$ cat src/inc/uc_pkg.sv
package uc_pkg;
    localparam int DATA_W = 8;
    localparam int ADDR_W = 3;
    localparam logic [2:0] ADDR_DATA = 3'h0;
    localparam logic [2:0] ADDR_STATUS = 3'h1;
    localparam logic [2:0] ADDR_MODE = 3'h2;
    localparam logic [2:0] ADDR_CTRL = 3'h3;
    localparam logic [2:0] ADDR_IMASK = 3'h4;
    localparam logic [2:0] ADDR_ISTAT = 3'h5;
    localparam logic [2:0] ADDR_DIV_LO = 3'h6;
    localparam logic [2:0] ADDR_DIV_HI = 3'h7;
    // Channel status bits
    localparam int ST_AVAIL = 0;
    localparam int ST_FULL = 1;
    localparam int ST_TX_READY = 2;
    localparam int ST_TX_EMPTY = 3;
    localparam int ST_OVERRUN = 4;
    localparam int ST_PARITY = 5;
    localparam int ST_FRAME = 6;
    localparam int ST_BREAK = 7;
    // Mode register fields
    localparam int MODE_LEN_LO = 0;
    localparam int MODE_LEN_HI = 1;
    localparam int MODE_PAR_TYPE = 2;
    localparam int MODE_PAR_LO = 3;
    localparam int MODE_PAR_HI = 4;
    localparam int MODE_RX_IRQ_SEL = 6;
    localparam logic [1:0] PAR_WITH = 2'h0;
    localparam logic [1:0] PAR_FORCE = 2'h1;
    localparam logic [1:0] PAR_NONE = 2'h2;
    localparam logic [1:0] PAR_DROP = 2'h3;
    localparam logic [7:0] MODE_RST = 8'h13;
    // Control and interrupt bits
    localparam int CTRL_TX_EN = 0;
    localparam int CTRL_RX_EN = 1;
    localparam int CTRL_ERR_CLR = 2;
    localparam int IRQ_TX = 0;
    localparam int IRQ_RX = 1;
    localparam int IRQ_BRK = 2;
    // Receive word layout in the FIFO
    localparam int FIFO_W = 11;
    localparam int FL_PE = 8;
    localparam int FL_FE = 9;
    localparam int FL_BRK = 10;
    // Timing
    localparam int OVERSAMPLE = 16;
    localparam logic [3:0] OS_ZERO = 4'h0;
    localparam logic [3:0] OS_LAST = 4'hF;
    localparam logic [3:0] START_FIRST = 4'h1;
    localparam logic [3:0] START_LAST = 4'h6;
    localparam logic [2:0] LAST_BIT_BASE = 3'h4;
    localparam logic [2:0] BIT_IDX_MAX = 3'h7;
    localparam logic [7:0] ALL_ONES = 8'hFF;
    localparam int RX_DEPTH = 3;
    localparam int CLK_HZ = 100_000_000;
    localparam int BAUD_DEFAULT = 9600;
    localparam int DIV_DEFAULT = CLK_HZ / (OVERSAMPLE * BAUD_DEFAULT) - 1;
    typedef enum logic [4:0] {
        TX_IDLE = 5'h01,
        TX_START = 5'h02,
        TX_DATA = 5'h04,
        TX_PARITY = 5'h08,
        TX_STOP = 5'h10
    } uc_tx_state_t;
    typedef enum logic [5:0] {
        RX_IDLE = 6'h01,
        RX_START = 6'h02,
        RX_DATA = 6'h04,
        RX_PARITY = 6'h08,
        RX_STOP = 6'h10,
        RX_BREAK = 6'h20
    } uc_rx_state_t;
endpackage : uc_pkg

$ cat src/rtl/uc_core.sv
`timescale 1ns/1ps
`default_nettype none
module uc_core #(
    parameter int DEPTH = uc_pkg::RX_DEPTH,
    parameter logic [15:0] DIV_RESET = 16'(uc_pkg::DIV_DEFAULT)
) (
    input wire logic core_clk,
    input wire logic sys_rst,
    input wire logic [uc_pkg::ADDR_W-1:0] reg_addr,
    input wire logic [uc_pkg::DATA_W-1:0] reg_wdata,
    input wire logic reg_wr,
    input wire logic reg_rd,
    output logic [uc_pkg::DATA_W-1:0] reg_rdata,
    input wire logic serial_in_line,
    output logic serial_out_line,
    output logic rx_char_available,
    output logic rx_fifo_full,
    output logic irq_req
);
    import uc_pkg::*;

    localparam int PW = $clog2(DEPTH + 1);

    // Register decode
    wire wr_data = reg_wr && (reg_addr == ADDR_DATA);
    wire rd_data = reg_rd && (reg_addr == ADDR_DATA);
    wire wr_mode = reg_wr && (reg_addr == ADDR_MODE);
    wire wr_ctrl = reg_wr && (reg_addr == ADDR_CTRL);
    wire wr_imask = reg_wr && (reg_addr == ADDR_IMASK);
    wire wr_istat = reg_wr && (reg_addr == ADDR_ISTAT);
    wire wr_div_lo = reg_wr && (reg_addr == ADDR_DIV_LO);
    wire wr_div_hi = reg_wr && (reg_addr == ADDR_DIV_HI);
    wire err_clr = wr_ctrl && reg_wdata[CTRL_ERR_CLR];

    logic [7:0] mode_reg_one;
    logic [7:0] irq_mask_reg;
    logic [15:0] baud_div;
    logic tx_en;
    logic rx_en;

    always_ff @(posedge core_clk) begin
        if (sys_rst) begin
            mode_reg_one <= MODE_RST;
            irq_mask_reg <= '0;
            baud_div <= DIV_RESET;
            tx_en <= 1'b0;
            rx_en <= 1'b0;
        end else begin
            if (wr_mode) mode_reg_one <= reg_wdata;
            if (wr_imask) irq_mask_reg <= reg_wdata;
            if (wr_div_lo) baud_div[7:0] <= reg_wdata;
            if (wr_div_hi) baud_div[15:8] <= reg_wdata;
            if (wr_ctrl) begin
                tx_en <= reg_wdata[CTRL_TX_EN];
                rx_en <= reg_wdata[CTRL_RX_EN];
            end
        end
    end

    // 16x oversampling tick
    logic [15:0] div_cnt;
    wire os_tick = (div_cnt >= baud_div);

    always_ff @(posedge core_clk) begin
        if (sys_rst || os_tick) begin
            div_cnt <= '0;
        end else begin
            div_cnt <= div_cnt + 16'h1;
        end
    end

    // Character format
    wire [1:0] par_mode = mode_reg_one[MODE_PAR_HI:MODE_PAR_LO];
    wire par_on = (par_mode != PAR_NONE);
    wire par_type = mode_reg_one[MODE_PAR_TYPE];
    wire [2:0] last_bit = LAST_BIT_BASE
        + {1'b0, mode_reg_one[MODE_LEN_HI:MODE_LEN_LO]};
    wire [7:0] len_mask = ALL_ONES >> (BIT_IDX_MAX - last_bit);

    function automatic logic par_of(input logic [7:0] d);
        par_of = (par_mode == PAR_WITH) ? (^d ^ par_type) : par_type;
    endfunction : par_of

    // Transmitter
    uc_tx_state_t tx_state;
    logic hold_valid;
    logic [7:0] hold_data;
    logic [7:0] tx_shift;
    logic [2:0] tx_bit;
    logic [3:0] tx_os;
    logic tx_par;

    wire tx_accept = wr_data && tx_en && !hold_valid;
    wire tx_bit_end = os_tick && (tx_os == OS_LAST);
    wire tx_last = (tx_bit == last_bit);
    wire tx_load = hold_valid && ((tx_state == TX_IDLE)
        || ((tx_state == TX_STOP) && tx_bit_end));
    wire tx_empty = !hold_valid && (tx_state == TX_IDLE);
    wire tx_ready = tx_en && !hold_valid;
    wire [7:0] hold_masked = hold_data & len_mask;

    always_ff @(posedge core_clk) begin
        if (sys_rst) begin
            hold_valid <= 1'b0;
            hold_data <= '0;
        end else if (tx_accept) begin
            hold_valid <= 1'b1;
            hold_data <= reg_wdata;
        end else if (tx_load) begin
            hold_valid <= 1'b0;
        end
    end

    always_ff @(posedge core_clk) begin
        if (sys_rst) begin
            tx_state <= TX_IDLE;
            serial_out_line <= 1'b1;
            tx_shift <= '0;
            tx_bit <= '0;
            tx_os <= OS_ZERO;
            tx_par <= 1'b0;
        end else if (tx_load) begin
            tx_state <= TX_START;
            serial_out_line <= 1'b0;
            tx_shift <= hold_masked;
            tx_par <= par_of(hold_masked);
            tx_bit <= '0;
            tx_os <= OS_ZERO;
        end else begin
            if (os_tick && (tx_state != TX_IDLE)) tx_os <= tx_os + 4'h1;
            if (tx_bit_end) begin
                case (tx_state)
                    TX_START: begin
                        tx_state <= TX_DATA;
                        serial_out_line <= tx_shift[0];
                    end
                    TX_DATA: begin
                        if (tx_last) begin
                            tx_state <= par_on ? TX_PARITY : TX_STOP;
                            serial_out_line <= par_on ? tx_par : 1'b1;
                        end else begin
                            tx_bit <= tx_bit + 3'h1;
                            tx_shift <= tx_shift >> 1;
                            serial_out_line <= tx_shift[1];
                        end
                    end
                    TX_PARITY: begin
                        tx_state <= TX_STOP;
                        serial_out_line <= 1'b1;
                    end
                    default: begin
                        tx_state <= TX_IDLE;
                        serial_out_line <= 1'b1;
                    end
                endcase
            end
        end
    end

    // Receiver
    uc_rx_state_t rx_state;
    logic [3:0] rx_os;
    logic [2:0] rx_bit;
    logic [7:0] rx_shift;
    logic rx_any_one;
    logic rx_perr;
    logic rx_done;
    logic [FIFO_W-1:0] rx_word;
    logic brk_delta;

    wire rx_sample = os_tick && (rx_os == OS_LAST);
    wire rx_cell = (rx_state == RX_DATA) || (rx_state == RX_PARITY)
        || (rx_state == RX_STOP);
    wire rx_last = (rx_bit == last_bit);
    wire rx_par_bad = par_on && (serial_in_line != par_of(rx_shift));
    wire brk_start = (rx_state == RX_STOP) && rx_sample
        && !serial_in_line && !rx_any_one;
    wire brk_end = (rx_state == RX_BREAK) && os_tick && serial_in_line;

    always_ff @(posedge core_clk) begin
        if (sys_rst) begin
            rx_state <= RX_IDLE;
            rx_os <= OS_ZERO;
            rx_bit <= '0;
            rx_shift <= '0;
            rx_any_one <= 1'b0;
            rx_perr <= 1'b0;
            rx_done <= 1'b0;
            rx_word <= '0;
        end else begin
            rx_done <= 1'b0;
            if (os_tick && rx_cell) rx_os <= rx_os + 4'h1;
            case (rx_state)
                RX_IDLE: begin
                    if (os_tick && rx_en && !serial_in_line) begin
                        rx_state <= RX_START;
                        rx_os <= START_FIRST;
                        rx_bit <= '0;
                        rx_shift <= '0;
                        rx_any_one <= 1'b0;
                        rx_perr <= 1'b0;
                    end
                end
                RX_START: begin
                    if (os_tick) begin
                        if (rx_os == START_LAST) begin
                            rx_state <= serial_in_line ? RX_IDLE : RX_DATA;
                            rx_os <= OS_ZERO;
                        end else begin
                            rx_os <= rx_os + 4'h1;
                        end
                    end
                end
                RX_DATA: begin
                    if (rx_sample) begin
                        rx_shift[rx_bit] <= serial_in_line;
                        rx_any_one <= rx_any_one | serial_in_line;
                        rx_bit <= rx_bit + 3'h1;
                        if (rx_last) begin
                            rx_state <= par_on ? RX_PARITY : RX_STOP;
                        end
                    end
                end
                RX_PARITY: begin
                    if (rx_sample) begin
                        rx_perr <= rx_par_bad;
                        rx_any_one <= rx_any_one | serial_in_line;
                        rx_state <= RX_STOP;
                    end
                end
                RX_STOP: begin
                    if (rx_sample) begin
                        rx_done <= 1'b1;
                        rx_state <= RX_IDLE;
                        rx_word <= '0;
                        if (serial_in_line) begin
                            rx_word[FL_PE] <= rx_perr;
                            rx_word[7:0] <= rx_shift;
                        end else if (!rx_any_one) begin
                            rx_word[FL_BRK] <= 1'b1;
                            rx_state <= RX_BREAK;
                        end else begin
                            rx_word[FL_FE] <= 1'b1;
                            rx_word[FL_PE] <= rx_perr;
                            rx_word[7:0] <= rx_shift;
                        end
                    end
                end
                default: begin
                    if (brk_end) rx_state <= RX_IDLE;
                end
            endcase
        end
    end

    always_ff @(posedge core_clk) begin
        if (sys_rst) begin
            brk_delta <= 1'b0;
        end else if (brk_start || brk_end) begin
            brk_delta <= 1'b1;
        end else if (wr_istat && reg_wdata[IRQ_BRK]) begin
            brk_delta <= 1'b0;
        end
    end

    // Receive FIFO with the shift stage as a waiting slot
    logic [FIFO_W-1:0] fifo_mem [DEPTH];
    logic [PW-1:0] rd_ptr;
    logic [PW-1:0] wr_ptr;
    logic [PW-1:0] fifo_cnt;
    logic rsr_full;
    logic [FIFO_W-1:0] rsr_word;
    logic overrun_flag;

    wire avail = (fifo_cnt != '0);
    wire full = (fifo_cnt == PW'(DEPTH));
    wire pop = rd_data && avail;
    wire push_req = rsr_full || rx_done;
    wire push = push_req && (!full || pop);
    wire [FIFO_W-1:0] push_word = rsr_full ? rsr_word : rx_word;
    wire [FIFO_W-1:0] fifo_top = fifo_mem[rd_ptr];
    wire overrun = rx_done && rsr_full && !push;

    function automatic logic [PW-1:0] ptr_inc(input logic [PW-1:0] p);
        ptr_inc = (p == PW'(DEPTH - 1)) ? '0 : p + PW'(1);
    endfunction : ptr_inc

    always_ff @(posedge core_clk) begin
        if (push) fifo_mem[wr_ptr] <= push_word;
    end

    always_ff @(posedge core_clk) begin
        if (sys_rst) begin
            rd_ptr <= '0;
            wr_ptr <= '0;
            fifo_cnt <= '0;
        end else begin
            if (push) wr_ptr <= ptr_inc(wr_ptr);
            if (pop) rd_ptr <= ptr_inc(rd_ptr);
            if (push && !pop) begin
                fifo_cnt <= fifo_cnt + PW'(1);
            end else if (pop && !push) begin
                fifo_cnt <= fifo_cnt - PW'(1);
            end
        end
    end

    always_ff @(posedge core_clk) begin
        if (sys_rst) begin
            rsr_full <= 1'b0;
            rsr_word <= '0;
        end else if (rx_done) begin
            if (!(push && !rsr_full)) begin
                rsr_full <= 1'b1;
                rsr_word <= rx_word;
            end
        end else if (push) begin
            rsr_full <= 1'b0;
        end
    end

    always_ff @(posedge core_clk) begin
        if (sys_rst) begin
            overrun_flag <= 1'b0;
        end else if (overrun) begin
            overrun_flag <= 1'b1;
        end else if (err_clr) begin
            overrun_flag <= 1'b0;
        end
    end

    // Status and interrupt views
    logic [7:0] channel_status_reg;
    logic [7:0] irq_status_reg;

    always_comb begin
        channel_status_reg = '0;
        channel_status_reg[ST_AVAIL] = avail;
        channel_status_reg[ST_FULL] = full;
        channel_status_reg[ST_TX_READY] = tx_ready;
        channel_status_reg[ST_TX_EMPTY] = tx_empty;
        channel_status_reg[ST_OVERRUN] = overrun_flag;
        channel_status_reg[ST_PARITY] = avail && fifo_top[FL_PE];
        channel_status_reg[ST_FRAME] = avail && fifo_top[FL_FE];
        channel_status_reg[ST_BREAK] = avail && fifo_top[FL_BRK];
    end

    always_comb begin
        irq_status_reg = '0;
        irq_status_reg[IRQ_TX] = tx_empty;
        irq_status_reg[IRQ_RX] = mode_reg_one[MODE_RX_IRQ_SEL] ? full : avail;
        irq_status_reg[IRQ_BRK] = brk_delta;
    end

    assign irq_req = |(irq_status_reg & irq_mask_reg);
    assign rx_char_available = avail;
    assign rx_fifo_full = full;

    // Read path
    logic [7:0] rd_mux;
    wire [7:0] ctrl_view = {6'h00, rx_en, tx_en};

    always_comb begin
        if (reg_addr == ADDR_DATA) begin
            rd_mux = avail ? fifo_top[7:0] : '0;
        end else if (reg_addr == ADDR_STATUS) begin
            rd_mux = channel_status_reg;
        end else if (reg_addr == ADDR_MODE) begin
            rd_mux = mode_reg_one;
        end else if (reg_addr == ADDR_CTRL) begin
            rd_mux = ctrl_view;
        end else if (reg_addr == ADDR_IMASK) begin
            rd_mux = irq_mask_reg;
        end else if (reg_addr == ADDR_ISTAT) begin
            rd_mux = irq_status_reg;
        end else if (reg_addr == ADDR_DIV_LO) begin
            rd_mux = baud_div[7:0];
        end else begin
            rd_mux = baud_div[15:8];
        end
    end

    always_ff @(posedge core_clk) begin
        if (sys_rst) begin
            reg_rdata <= '0;
        end else begin
            reg_rdata <= reg_rd ? rd_mux : '0;
        end
    end
endmodule : uc_core
`default_nettype wire

$ cat config.mk
export PLATFORM = sky130hd
export DESIGN_NAME = uc_core
export DESIGN_NICKNAME = d
export VERILOG_FILES = /design/src/inc/uc_pkg.sv /design/src/rtl/uc_core.sv
export SDC_FILE = /design/constraint.sdc
export NUM_CORES = 1
export LEC_CHECK = 0
export BUFFER_PORTS_ARGS = -buffer_cell sky130_fd_sc_hd__buf_2
export CELL_PAD_IN_SITES_DETAIL_PLACEMENT = 1
export CELL_PAD_IN_SITES_GLOBAL_PLACEMENT = 2
export CORE_MARGIN = 4
export CORE_UTILIZATION = 40
export DETAILED_ROUTE_END_ITERATION = 10
export PLACE_DENSITY = 0.85
export REMOVE_ABC_BUFFERS = 1
export SLEW_MARGIN = 20
export SYNTH_ARGS = -nofsm -noshare
export SYNTH_HDL_FRONTEND = slang
export SYNTH_SLANG_ARGS = --single-unit
$ cat constraint.sdc
create_clock -name core_clk -period 8.61 [get_ports core_clk]
set_input_delay 0.861 -clock core_clk [delete_from_list [all_inputs] [get_ports core_clk]]
set_output_delay 0.861 -clock core_clk [all_outputs]
set_load 0.02 [all_outputs]
# --- Word level (Yosys, flattened, before mapping) ---
# Memories as Yosys holds them, arrays and structs flattened. A register that Yosys moved wholly into a read port is not among the register bits.
# Index checks and enable logic that the tools add are counted.
word_totals:
  romBits: 0
  ramBits: 33
  output_inout_bits: 12
  reg_bits: 144
  input_bits: 16
  word_cells: 263
  n_memories: 1
  latchBits: 0
op_classes:
  n_mul: 0
  mux: 80
  add_sub_neg: 11
  magnitude_cmp: 3
  eq_ne: 41
  n_shift: 1
  n_reduce_logical: 85
  div: 0
  n_bitwise: 9
mem_list:
  columns: ["name", "words", "width", "read_ports", "rd_ports_with_merged_regs", "wr", "line_no", "text"]
  rows:
  - ["fifo_mem", 3, 11, 1, 1, 1, "uc_core.sv:267", "logic [FIFO_W-1:0] fifo_mem [DEPTH];"]
ops:
  columns: ["op", "n"]
  rows:
  - ["2-to-1 mux 8 bit", 14]
  - ["2-to-1 mux 6 bit", 10]
  - ["logical AND 1 bit", 39]
  - ["one-hot mux 6 bit (5 select lines)", 1]
  - ["2-to-1 mux 1 bit", 24]
  - ["nonzero test 2 bit", 11]
  - ["!= test 2 bit (second input constant)", 10]
  - ["2-to-1 mux 2 bit", 9]
  - ["adder 16 x 1 -> 16 bit (second input constant)", 1]
  - ["greater-or-equal comparator 16 bit", 1]
  - ["2-to-1 mux 4 bit", 4]
  - ["one-hot mux 8 bit (2 select lines)", 1]
  - ["XOR reduction 8 bit", 2]
  - ["2-to-1 mux 5 bit", 3]
  - ["one-hot mux 5 bit (3 select lines)", 1]
  - ["AND reduction 3 bit", 5]
  - ["equality test 3 bit (second input constant)", 4]
  - ["2-to-1 mux 11 bit", 1]
  - ["2-to-1 mux 10 bit", 1]
  - ["AND reduction 2 bit", 5]
  - ["2-to-1 mux 3 bit", 3]
  - ["2-to-1 mux 9 bit", 1]
  - ["adder 4 x 1 -> 4 bit (second input constant)", 2]
  - ["AND 3 x 8 -> 8 bit", 1]
  - ["other kinds (46)", 76]

# --- Depth between registers and ports, before layout ---
# Gate-level depths: netlist of the first run.
depth:
  ltp_word: 9
  ltp_mapped: 11

# --- Worst setup path after synthesis of the first run ---
# Ideal clock, no wire load.
synth_path:
  kind: "input to register"
  start: "input reg_addr[2] in the netlist's numbering"
  end: "memory fifo_mem[1][0] (enable)"
  required_time_ns: 8.212
  setup_slack_ns: 5.172
  arrival_time_ns: 3.040
  cell_stages: 6
  setup_time_ns: 0.398
  path_buffers: 1
  path_cell_list: "clkbuf_1 > nor4_2 > nand2_1 > and2_1 > o21bai_1 > nor3b_1"
synth_via:
  elab_chain_len: 7
synth_rtl:
  columns: ["element", "line_no", "text"]
  rows:
  - ["start: declaration", "uc_core.sv:9", "input wire logic [uc_pkg::ADDR_W-1:0] reg_addr,"]
  - ["logical NOT 3 bit", "uc_core.sv:26", "wire rd_data = reg_rd && (reg_addr == ADDR_DATA);"]
  - ["logical AND 1 bit", "uc_core.sv:26", null]
  - ["logical AND 1 bit", "uc_core.sv:277", "wire pop = rd_data && avail;"]
  - ["logical OR 1 bit", "uc_core.sv:279", "wire push = push_req && (!full || pop);"]
  - ["logical AND 1 bit", "uc_core.sv:279", null]
  - ["2-to-1 mux 1 bit", "uc_core.sv:289", "if (push) fifo_mem[wr_ptr] <= push_word;"]
  - ["2-to-1 mux 1 bit (not written as such)", "uc_core.sv:289", null]
  - ["end: declaration", "uc_core.sv:267", null]
# Every way passes these cells.

# --- Worst setup path in the final report of the first run ---
layout_path:
  start: "register baud_div[15]"
  end: "register rx_word[10]"
layout_via:
  elab_chain_len: 3
layout_rtl:
  columns: ["element", "line_no", "text"]
  rows:
  - ["start: declaration", "uc_core.sv:37", "logic [15:0] baud_div;"]
  - ["start signal: assignment", "uc_core.sv:52", "if (wr_div_hi) baud_div[15:8] <= reg_wdata;"]
  - ["greater-or-equal comparator 16 bit", "uc_core.sv:62", "wire os_tick = (div_cnt >= baud_div);"]
  - ["logical AND 1 bit", "uc_core.sv:171", "wire rx_sample = os_tick && (rx_os == OS_LAST);"]
  - ["AND reduction 2 bit (no line)", null, null]
  - ["end signal: indexed assignment", "uc_core.sv:237", "rx_word[FL_PE] <= rx_perr;"]
  - ["end signal: indexed assignment", "uc_core.sv:244", "rx_word[FL_PE] <= rx_perr;"]
  - ["end: declaration", "uc_core.sv:168", "logic [FIFO_W-1:0] rx_word;"]
# Every way passes these cells.
# A chain may end at the register's enable or synchronous reset.

==> results of run 1 <==
==> cell type report <==
class / count / share of cell area
clock buffer: 17 / 0.0451
clock inverter: 15 / 0.0162
inverter: 28 / 0.0112
multi-input combinational: 679 / 0.457
sequential: 179 / 0.415
tap: 275 / 0.0365
timing repair buffer: 32 / 0.0186
==> metal layers <==
layer | part of all wire | GRT usage
met5 | 0 | 0
met1 | 0.49 | 0.261
met3 | 0.025 | 0.0304
met4 | 0.015 | 0.0505
met2 | 0.47 | 0.305
==> cells in the mapped netlist (4+ instances only) <==
cell type / count / share of area
sky130_fd_sc_hd__dfxtp_1: 146 / 0.34
sky130_fd_sc_hd__nand2_1: 115 / 0.051
sky130_fd_sc_hd__nor2_1: 100 / 0.044
sky130_fd_sc_hd__a21oi_1: 79 / 0.046
sky130_fd_sc_hd__mux2i_1: 44 / 0.052
sky130_fd_sc_hd__o21ai_0: 42 / 0.025
sky130_fd_sc_hd__clkbuf_1: 41 / 0.018
sky130_fd_sc_hd__edfxtp_1: 33 / 0.12
sky130_fd_sc_hd__inv_1: 28 / 0.012
sky130_fd_sc_hd__nand2b_1: 24 / 0.018
sky130_fd_sc_hd__xor2_1: 24 / 0.025
sky130_fd_sc_hd__ha_1: 23 / 0.034
sky130_fd_sc_hd__nand3_1: 22 / 0.013
sky130_fd_sc_hd__nand3b_1: 22 / 0.019
sky130_fd_sc_hd__xnor2_1: 22 / 0.023
sky130_fd_sc_hd__mux2_2: 17 / 0.022
sky130_fd_sc_hd__nor2b_1: 15 / 0.011
sky130_fd_sc_hd__nor3_1: 15 / 0.0088
sky130_fd_sc_hd__and3_1: 9 / 0.0066
sky130_fd_sc_hd__nand4_1: 9 / 0.0066
sky130_fd_sc_hd__a211oi_1: 7 / 0.0061
sky130_fd_sc_hd__buf_1: 6 / 0.0026
sky130_fd_sc_hd__nor4_1: 6 / 0.0044
sky130_fd_sc_hd__a222oi_1: 5 / 0.0059
sky130_fd_sc_hd__and2_1: 5 / 0.0037
sky130_fd_sc_hd__o21bai_1: 5 / 0.0044
sky130_fd_sc_hd__a211o_1: 4 / 0.0041
sky130_fd_sc_hd__a22oi_1: 4 / 0.0035
sky130_fd_sc_hd__buf_2: 4 / 0.0023
==> path summary, 6_finish.rpt <==
| check | to | slack, ns | cells after the start |
|---|---|---|---|
| worst max register to register | rx_word[10] | 5.42 | 9 |
| worst max-delay path | rx_word[10] | 5.42 | 9 |
| worst min-delay path | irq_mask_reg[6] | 0.46 | 2 |
| worst min register to register | irq_mask_reg[6] | 0.46 | 2 |
==> through the flow <==
stage | util | total power (W) | setup WS [ns] | cell area [um^2] | hold WS (ns)
after floorplan | - | 0.000911 | 5.34 | 8320 | 0.428
after global placement | 0.421 | 0.000947 | 5.20 | 8840 | 0.443
after detailed placement | 0.421 | 0.000948 | 5.11 | 8840 | 0.448
after CTS | 0.448 | 0.00172 | 5.19 | 9420 | 0.457
after global routing | 0.448 | 0.00176 | 5.21 | 9420 | 0.483
final | 0.448 | 0.00170 | 5.42 | 9420 | 0.461
==> power breakdown <==
group / internal (W) / switching, W / leakage, nW
Sequential: 0.000855 / 0.00000626 / 1.49
Clock: 0.000411 / 0.000362 / 0.286
Combinational: 0.0000214 / 0.0000457 / 1.80
Total: 0.00129 / 0.000414 / 3.58
==> cell families (layout without fill, tap and decap cells) <==
logic type / after synthesis / count (layout)
xor+xnor: 46 / 46
simple gates: 358 / 358
compound gates: 189 / 189
mux: 63 / 63
flops: 179 / 179
buf+inv: 83 / 92
fa+ha+maj: 23 / 23
==> tightest hold or removal path, cell delays in order, from the launching register on <==
cell                      delay [ns]
sky130_fd_sc_hd__dfxtp_1        0.31
sky130_fd_sc_hd__nand2_1        0.05
sky130_fd_sc_hd__a21oi_1        0.05
==> metrics.txt, run 1 <==
clk_lat worst skew 0.43 ns; number of antenna violations at the first check in global routing 0; peak supply drop 0.114 mV; Multi-input gate area 4310 um^2; die boundary width 154 um; starting density of the core 0.407; commonest cells after routing, fill and taps aside 146 x sky130_fd_sc_hd__dfxtp_1, 115 x sky130_fd_sc_hd__nand2_1, 100 x sky130_fd_sc_hd__nor2_1; All-Layer GR Usage 0.188; most common library cell in the layout ignoring fill and taps sky130_fd_sc_hd__dfxtp_1; unrepaired setup endpoints after global routing false; Resize count post-CTS 0; post-synthesis cell count 941; storage element area 3910 um^2; Max clock buf depth 2; EDFF count, synth 33; placed cell count 1193; worst endpoint data arrival time 3.49 ns; register area share after synthesis 0.458; Setup Skew 0.00779 ns; largest net degree at the start of global routing 79; category of the worst setup path launch point register; I/O pin total 28; Max stage delay cell, worst path sky130_fd_sc_hd__nor3_4; detail-routed via count per cell 5.42; HP Class reg2reg; post-synthesis to final-layout area growth 10.3%; CTS H-Tree Depth 4; DRC 0; timing-limited maximum frequency 0.314 GHz; register ranked first by flip-flop count fifo_mem; Rows 53; number of global-route vias before repair 6622; commonest register cell after synthesis sky130_fd_sc_hd__dfxtp_1; count of non-filler cells in the finished layout 1225; run status finished clean; GPL Wtd Cong 0.800; clock tree from TritonCTS built; Reg2Reg Launch Point baud_div[15]; Clock transition at path regs 0.07 ns; Final TNS setup 0 ns; routed length per placed instance 17.9 um; maximum fanout along the worst path 22; fraction of layout instances using a drive strength above 1 0.101; estimated wirelength of the detail-placed design 15500 um; number of hold-repair buffers added at the cts stage 0; total number of nets in the final design 976; post-synthesis cell type count 66; remaining antenna violation count after routing 0; max cap viols 0; number of clock buffers inserted by TritonCTS 17; wire length of the first global-routing pass 35800 um; Setup crit end kind register; origin of the worst min-delay path irq_mask_reg[6]; beginning of the critical path baud_div[15]; cell area after synthesis 8550 um^2; main combinational cell family by area after synthesis simple AND/OR/NAND/NOR gates; Clock Tree Root sky130_fd_sc_hd__clkbuf_16; clk sink count 179; number of search-and-repair iterations in the first detailed-routing pass 5; Post-Synth Simple-Gate Area 0.201; combined buffer and inverter count along the critical path 1; flip-flop count of the largest register after layout 33; drt first-iter violations 417; Adder-Cell Fraction of Synth Area 0.0337; static leakage 3.58 nW; final period utilization 0.370; height of the die 154 um; post-synthesis xor/xnor area fraction 0.0471; die outline area 23800 um^2; post-synthesis register bit count 179; final number of hold-violating endpoints 0; Avg Cell Area, Syn 9.08 um^2; category of the critical setup timing path reg2reg; diodes inserted 0; Ys Warns 0; aggregate global routing overflow 0; fillcell total 2419; multiplexer share of the synthesized area 0.0792; share of synthesized flip-flops with an asynchronous set or reset 0; post-detailed-routing wire length 21900 um; Regs by FF count fifo_mem x33, baud_div x16, div_cnt x16; total core area 21000 um^2; power density over the cells 181 nW/um^2; Post-CTS Setup Repair Bufs 0; Synth Area in Compound Gates 0.142; setup violation total in the final timing report 0; total vias in the final route 6634; count of input and output buffers 27; actual transition at the worst max-transition pin 0.848 ns; max-slew violation count 0; critical path cell sequence inv_1 > ha_1 > nand4_1 > nor4_1 > a31oi_2 > and2_1 > nor3_4 > mux2i_1 > nor2_1; Slew HR 0.435; final critical delay including setup and external delays 3.19 ns; gate family responsible for the most delay along the worst path simple AND/OR/NAND/NOR gates; Data required, critical path 8.92 ns; stage delay of the slowest cell on the critical path 0.67 ns
Power figures use the tool's default switching activity.
==> inputs of run 2 (changes only) <==
CORE_UTILIZATION = 39   (was 40)
PLACE_DENSITY = 0.84   (was 0.85)
clock period = 3 ns   (was 8.61 ns; I/O delays follow)
==> metrics.txt, run 2 (same netlist as run 1, synthesis figures left out) <==
run status finished clean; final number of hold-violating endpoints 0 (unchanged); Clock Tree Root sky130_fd_sc_hd__clkbuf_16; unrepaired setup endpoints after global routing true; estimated wirelength of the detail-placed design 15900 um (+2.5%); origin of the worst min-delay path reg_wdata[3]; Post-CTS Setup Repair Bufs 0 (unchanged); static leakage 3.67 nW (+2.5%); Reg2Reg Launch Point baud_div[15]; detail-routed via count per cell 5.42 (+0.16%); dpl cell area 8990 um^2 (+1.7%); DRC 0 (unchanged); power density over the cells 517 nW/um^2 (+190%); commonest cells after routing, fill and taps aside 146 x sky130_fd_sc_hd__dfxtp_1, 115 x sky130_fd_sc_hd__nand2_1, 100 x sky130_fd_sc_hd__nor2_1; wire length of the first global-routing pass 37000 um (+3.4%); CTS H-Tree Depth 4 (unchanged); I/O pin total 28 (unchanged); GPL Wtd Cong 0.816 (+2.0%); fraction of layout instances using a drive strength above 1 0.124 (+0.0227); Final TNS setup 0 ns (unchanged); count of input and output buffers 27 (unchanged); Clock transition at path regs 0.08 ns (about the same); total vias in the final route 6753 (+1.8%); max cap viols 0 (unchanged); Slew HR 0.373 (-0.0622); All-Layer GR Usage 0.190 (+0.00270); Setup crit end kind register; aggregate global routing overflow 0 (unchanged); post-synthesis to final-layout area growth 12.7%; total number of nets in the final design 996 (+2.0%); post-detailed-routing wire length 22400 um (+2.3%); Reg2Reg Capture Point rx_bit[0]; share of power burned in combinational logic 0.041 (+0.002); worst endpoint data arrival time 3.21 ns (-0.28 ns); final critical delay including setup and external delays 2.85 ns (-0.338 ns); number of hold-repair buffers added at the cts stage 0 (unchanged); maximum fanout along the worst path 8 (-64%); register ranked first by flip-flop count fifo_mem; number of global-route vias before repair 6808 (+2.8%); number of antenna violations at the first check in global routing 0 (unchanged); category of the critical setup timing path reg2reg; number of search-and-repair iterations in the first detailed-routing pass 7 (+2); Regs by FF count fifo_mem x33, baud_div x16, div_cnt x16; remaining antenna violation count after routing 0 (unchanged); largest net degree at the start of global routing 41 (-48%); number of clock buffers inserted by TritonCTS 17 (unchanged); Max clock buf depth 2 (unchanged); timing-limited maximum frequency 0.351 GHz (+12%); setup violation total in the final timing report 0 (unchanged); HP Class in2reg; max-slew violation count 0 (unchanged); flip-flop count of the largest register after layout 33 (unchanged); final period utilization 0.950 (+0.580); die boundary width 156 um (+1.2%); diodes inserted 0 (unchanged); clk sink count 179 (unchanged); Resize count post-CTS 0 (unchanged); share of power burned in registers 0.496 (-0.010); Clk network pwr share 0.463 (+0.008); Net Sw Power 0.00125 W (+200%); height of the die 156 um (+1.2%); routed length per placed instance 18.0 um (+0.63%); category of the worst setup path launch point register; clk_lat worst skew 0.43 ns (about the same); Data required, critical path 3.36 ns (-5.56 ns); switching fraction of total power 0.252 (+0.00823); Setup Skew 0.0126 ns (+0.00477 ns); most common library cell in the layout ignoring fill and taps sky130_fd_sc_hd__dfxtp_1; total core area 21300 um^2 (+1.3%); fillcell total 2478 (+2.4%); number of cells on the worst reg-to-reg path 10 (+1); Int Pwr 0.00373 W (+190%); clock tree from TritonCTS built; slack of the worst reg-to-reg path 0.15 ns (-5.27 ns); peak supply drop 0.343 mV (+200%); cell area after layout 9630 um^2 (+2.2%); starting density of the core 0.401 (-0.00507); drt first-iter violations 414 (-0.72%); die outline area 24300 um^2 (+2.4%); actual transition at the worst max-transition pin 0.934 ns (+0.0861 ns); Rows 53 (unchanged); smallest hold slack 0.173 ns (-0.288 ns); hold endpoint baud_div[11]; Worst Hold Depth 3 (+1)
[run 2: changes by cell type in the layout (fill, tap and decap cells not counted), sizes merged]
cell,delta
buf,+20
clkinv,+2
clkinvlp,+1
inv,-3
[run 2: per-stage QoR]
| step | utilization | worst slack (ns) | cells | total power [W] |
|---|---|---|---|---|
| after floorplan | - | -0.143 | 886 | 0.00261 |
| after CTS | 0.451 | 0.136 | 1245 | 0.00503 |
| after detailed placement | 0.422 | 0.201 | 1213 | 0.00273 |
| after global placement | 0.422 | 0.219 | 1213 | 0.00273 |
| final | 0.452 | 0.151 | 1245 | 0.00498 |
| after global routing | 0.452 | -0.0148 | 1245 | 0.00517 |
[run 2: metal layers]
| metal | GRT usage | wire (um) | up-vias |
|---|---|---|---|
| li1 | - | - | 3328 |
| met1 | 0.267 | 10900 | 3323 |
| met2 | 0.310 | 10600 | 91 |
| met3 | 0.0322 | 684 | 11 |
| met4 | 0.0429 | 184 | 0 |
| met5 | 0 | 0 | - |
[run 2: final cells by class]
| class | instances | area (um^2) | area share |
|---|---|---|---|
| clock buffer | 17 | 425 | 0.0442 |
| clock inverter | 15 | 188 | 0.0195 |
| inverter | 28 | 105 | 0.0109 |
| multi-input combinational | 679 | 4330 | 0.449 |
| sequential | 179 | 3910 | 0.406 |
| tap | 275 | 344 | 0.0357 |
| timing repair buffer | 52 | 325 | 0.0338 |
[run 2: worst max-delay path by stage]
stage | start | end | slack, ns | depth (start not counted)
global route | div_cnt[0] | brk_delta | -0.01 | 11
CTS | baud_div[15] | tx_state[3] | 0.14 | 10
global placement | div_cnt[0] | brk_delta | 0.22 | 11
floorplan | div_cnt[0] | tx_os[1] | -0.14 | 9
detailed placement | div_cnt[0] | brk_delta | 0.20 | 11
finish | baud_div[15] | rx_bit[0] | 0.15 | 10
[run 2: critical path, stage by stage (launching register included)]
cell	delay, ns
sky130_fd_sc_hd__dfxtp_1	0.36
sky130_fd_sc_hd__inv_1	0.05
sky130_fd_sc_hd__ha_1	0.32
sky130_fd_sc_hd__nand4_1	0.22
sky130_fd_sc_hd__nor4_2	0.37
sky130_fd_sc_hd__a31oi_2	0.19
sky130_fd_sc_hd__buf_4	0.20
sky130_fd_sc_hd__and2_2	0.25
sky130_fd_sc_hd__buf_4	0.18
sky130_fd_sc_hd__or4_1	0.50
sky130_fd_sc_hd__a21oi_1	0.15
[run 2: power groups by stage]
stage | clock, W | sequential (W) | combinational (W)
5_1_grt | 0.00247 | 0.00247 | 0.000224
2_1_floorplan | 0 | 0.00252 | 0.0000895
4_1_cts | 0.00236 | 0.00247 | 0.000204
6_report | 0.00231 | 0.00247 | 0.000203
3_5_place_dp | 0 | 0.00253 | 0.000202
3_3_place_gp | 0 | 0.00252 | 0.000202
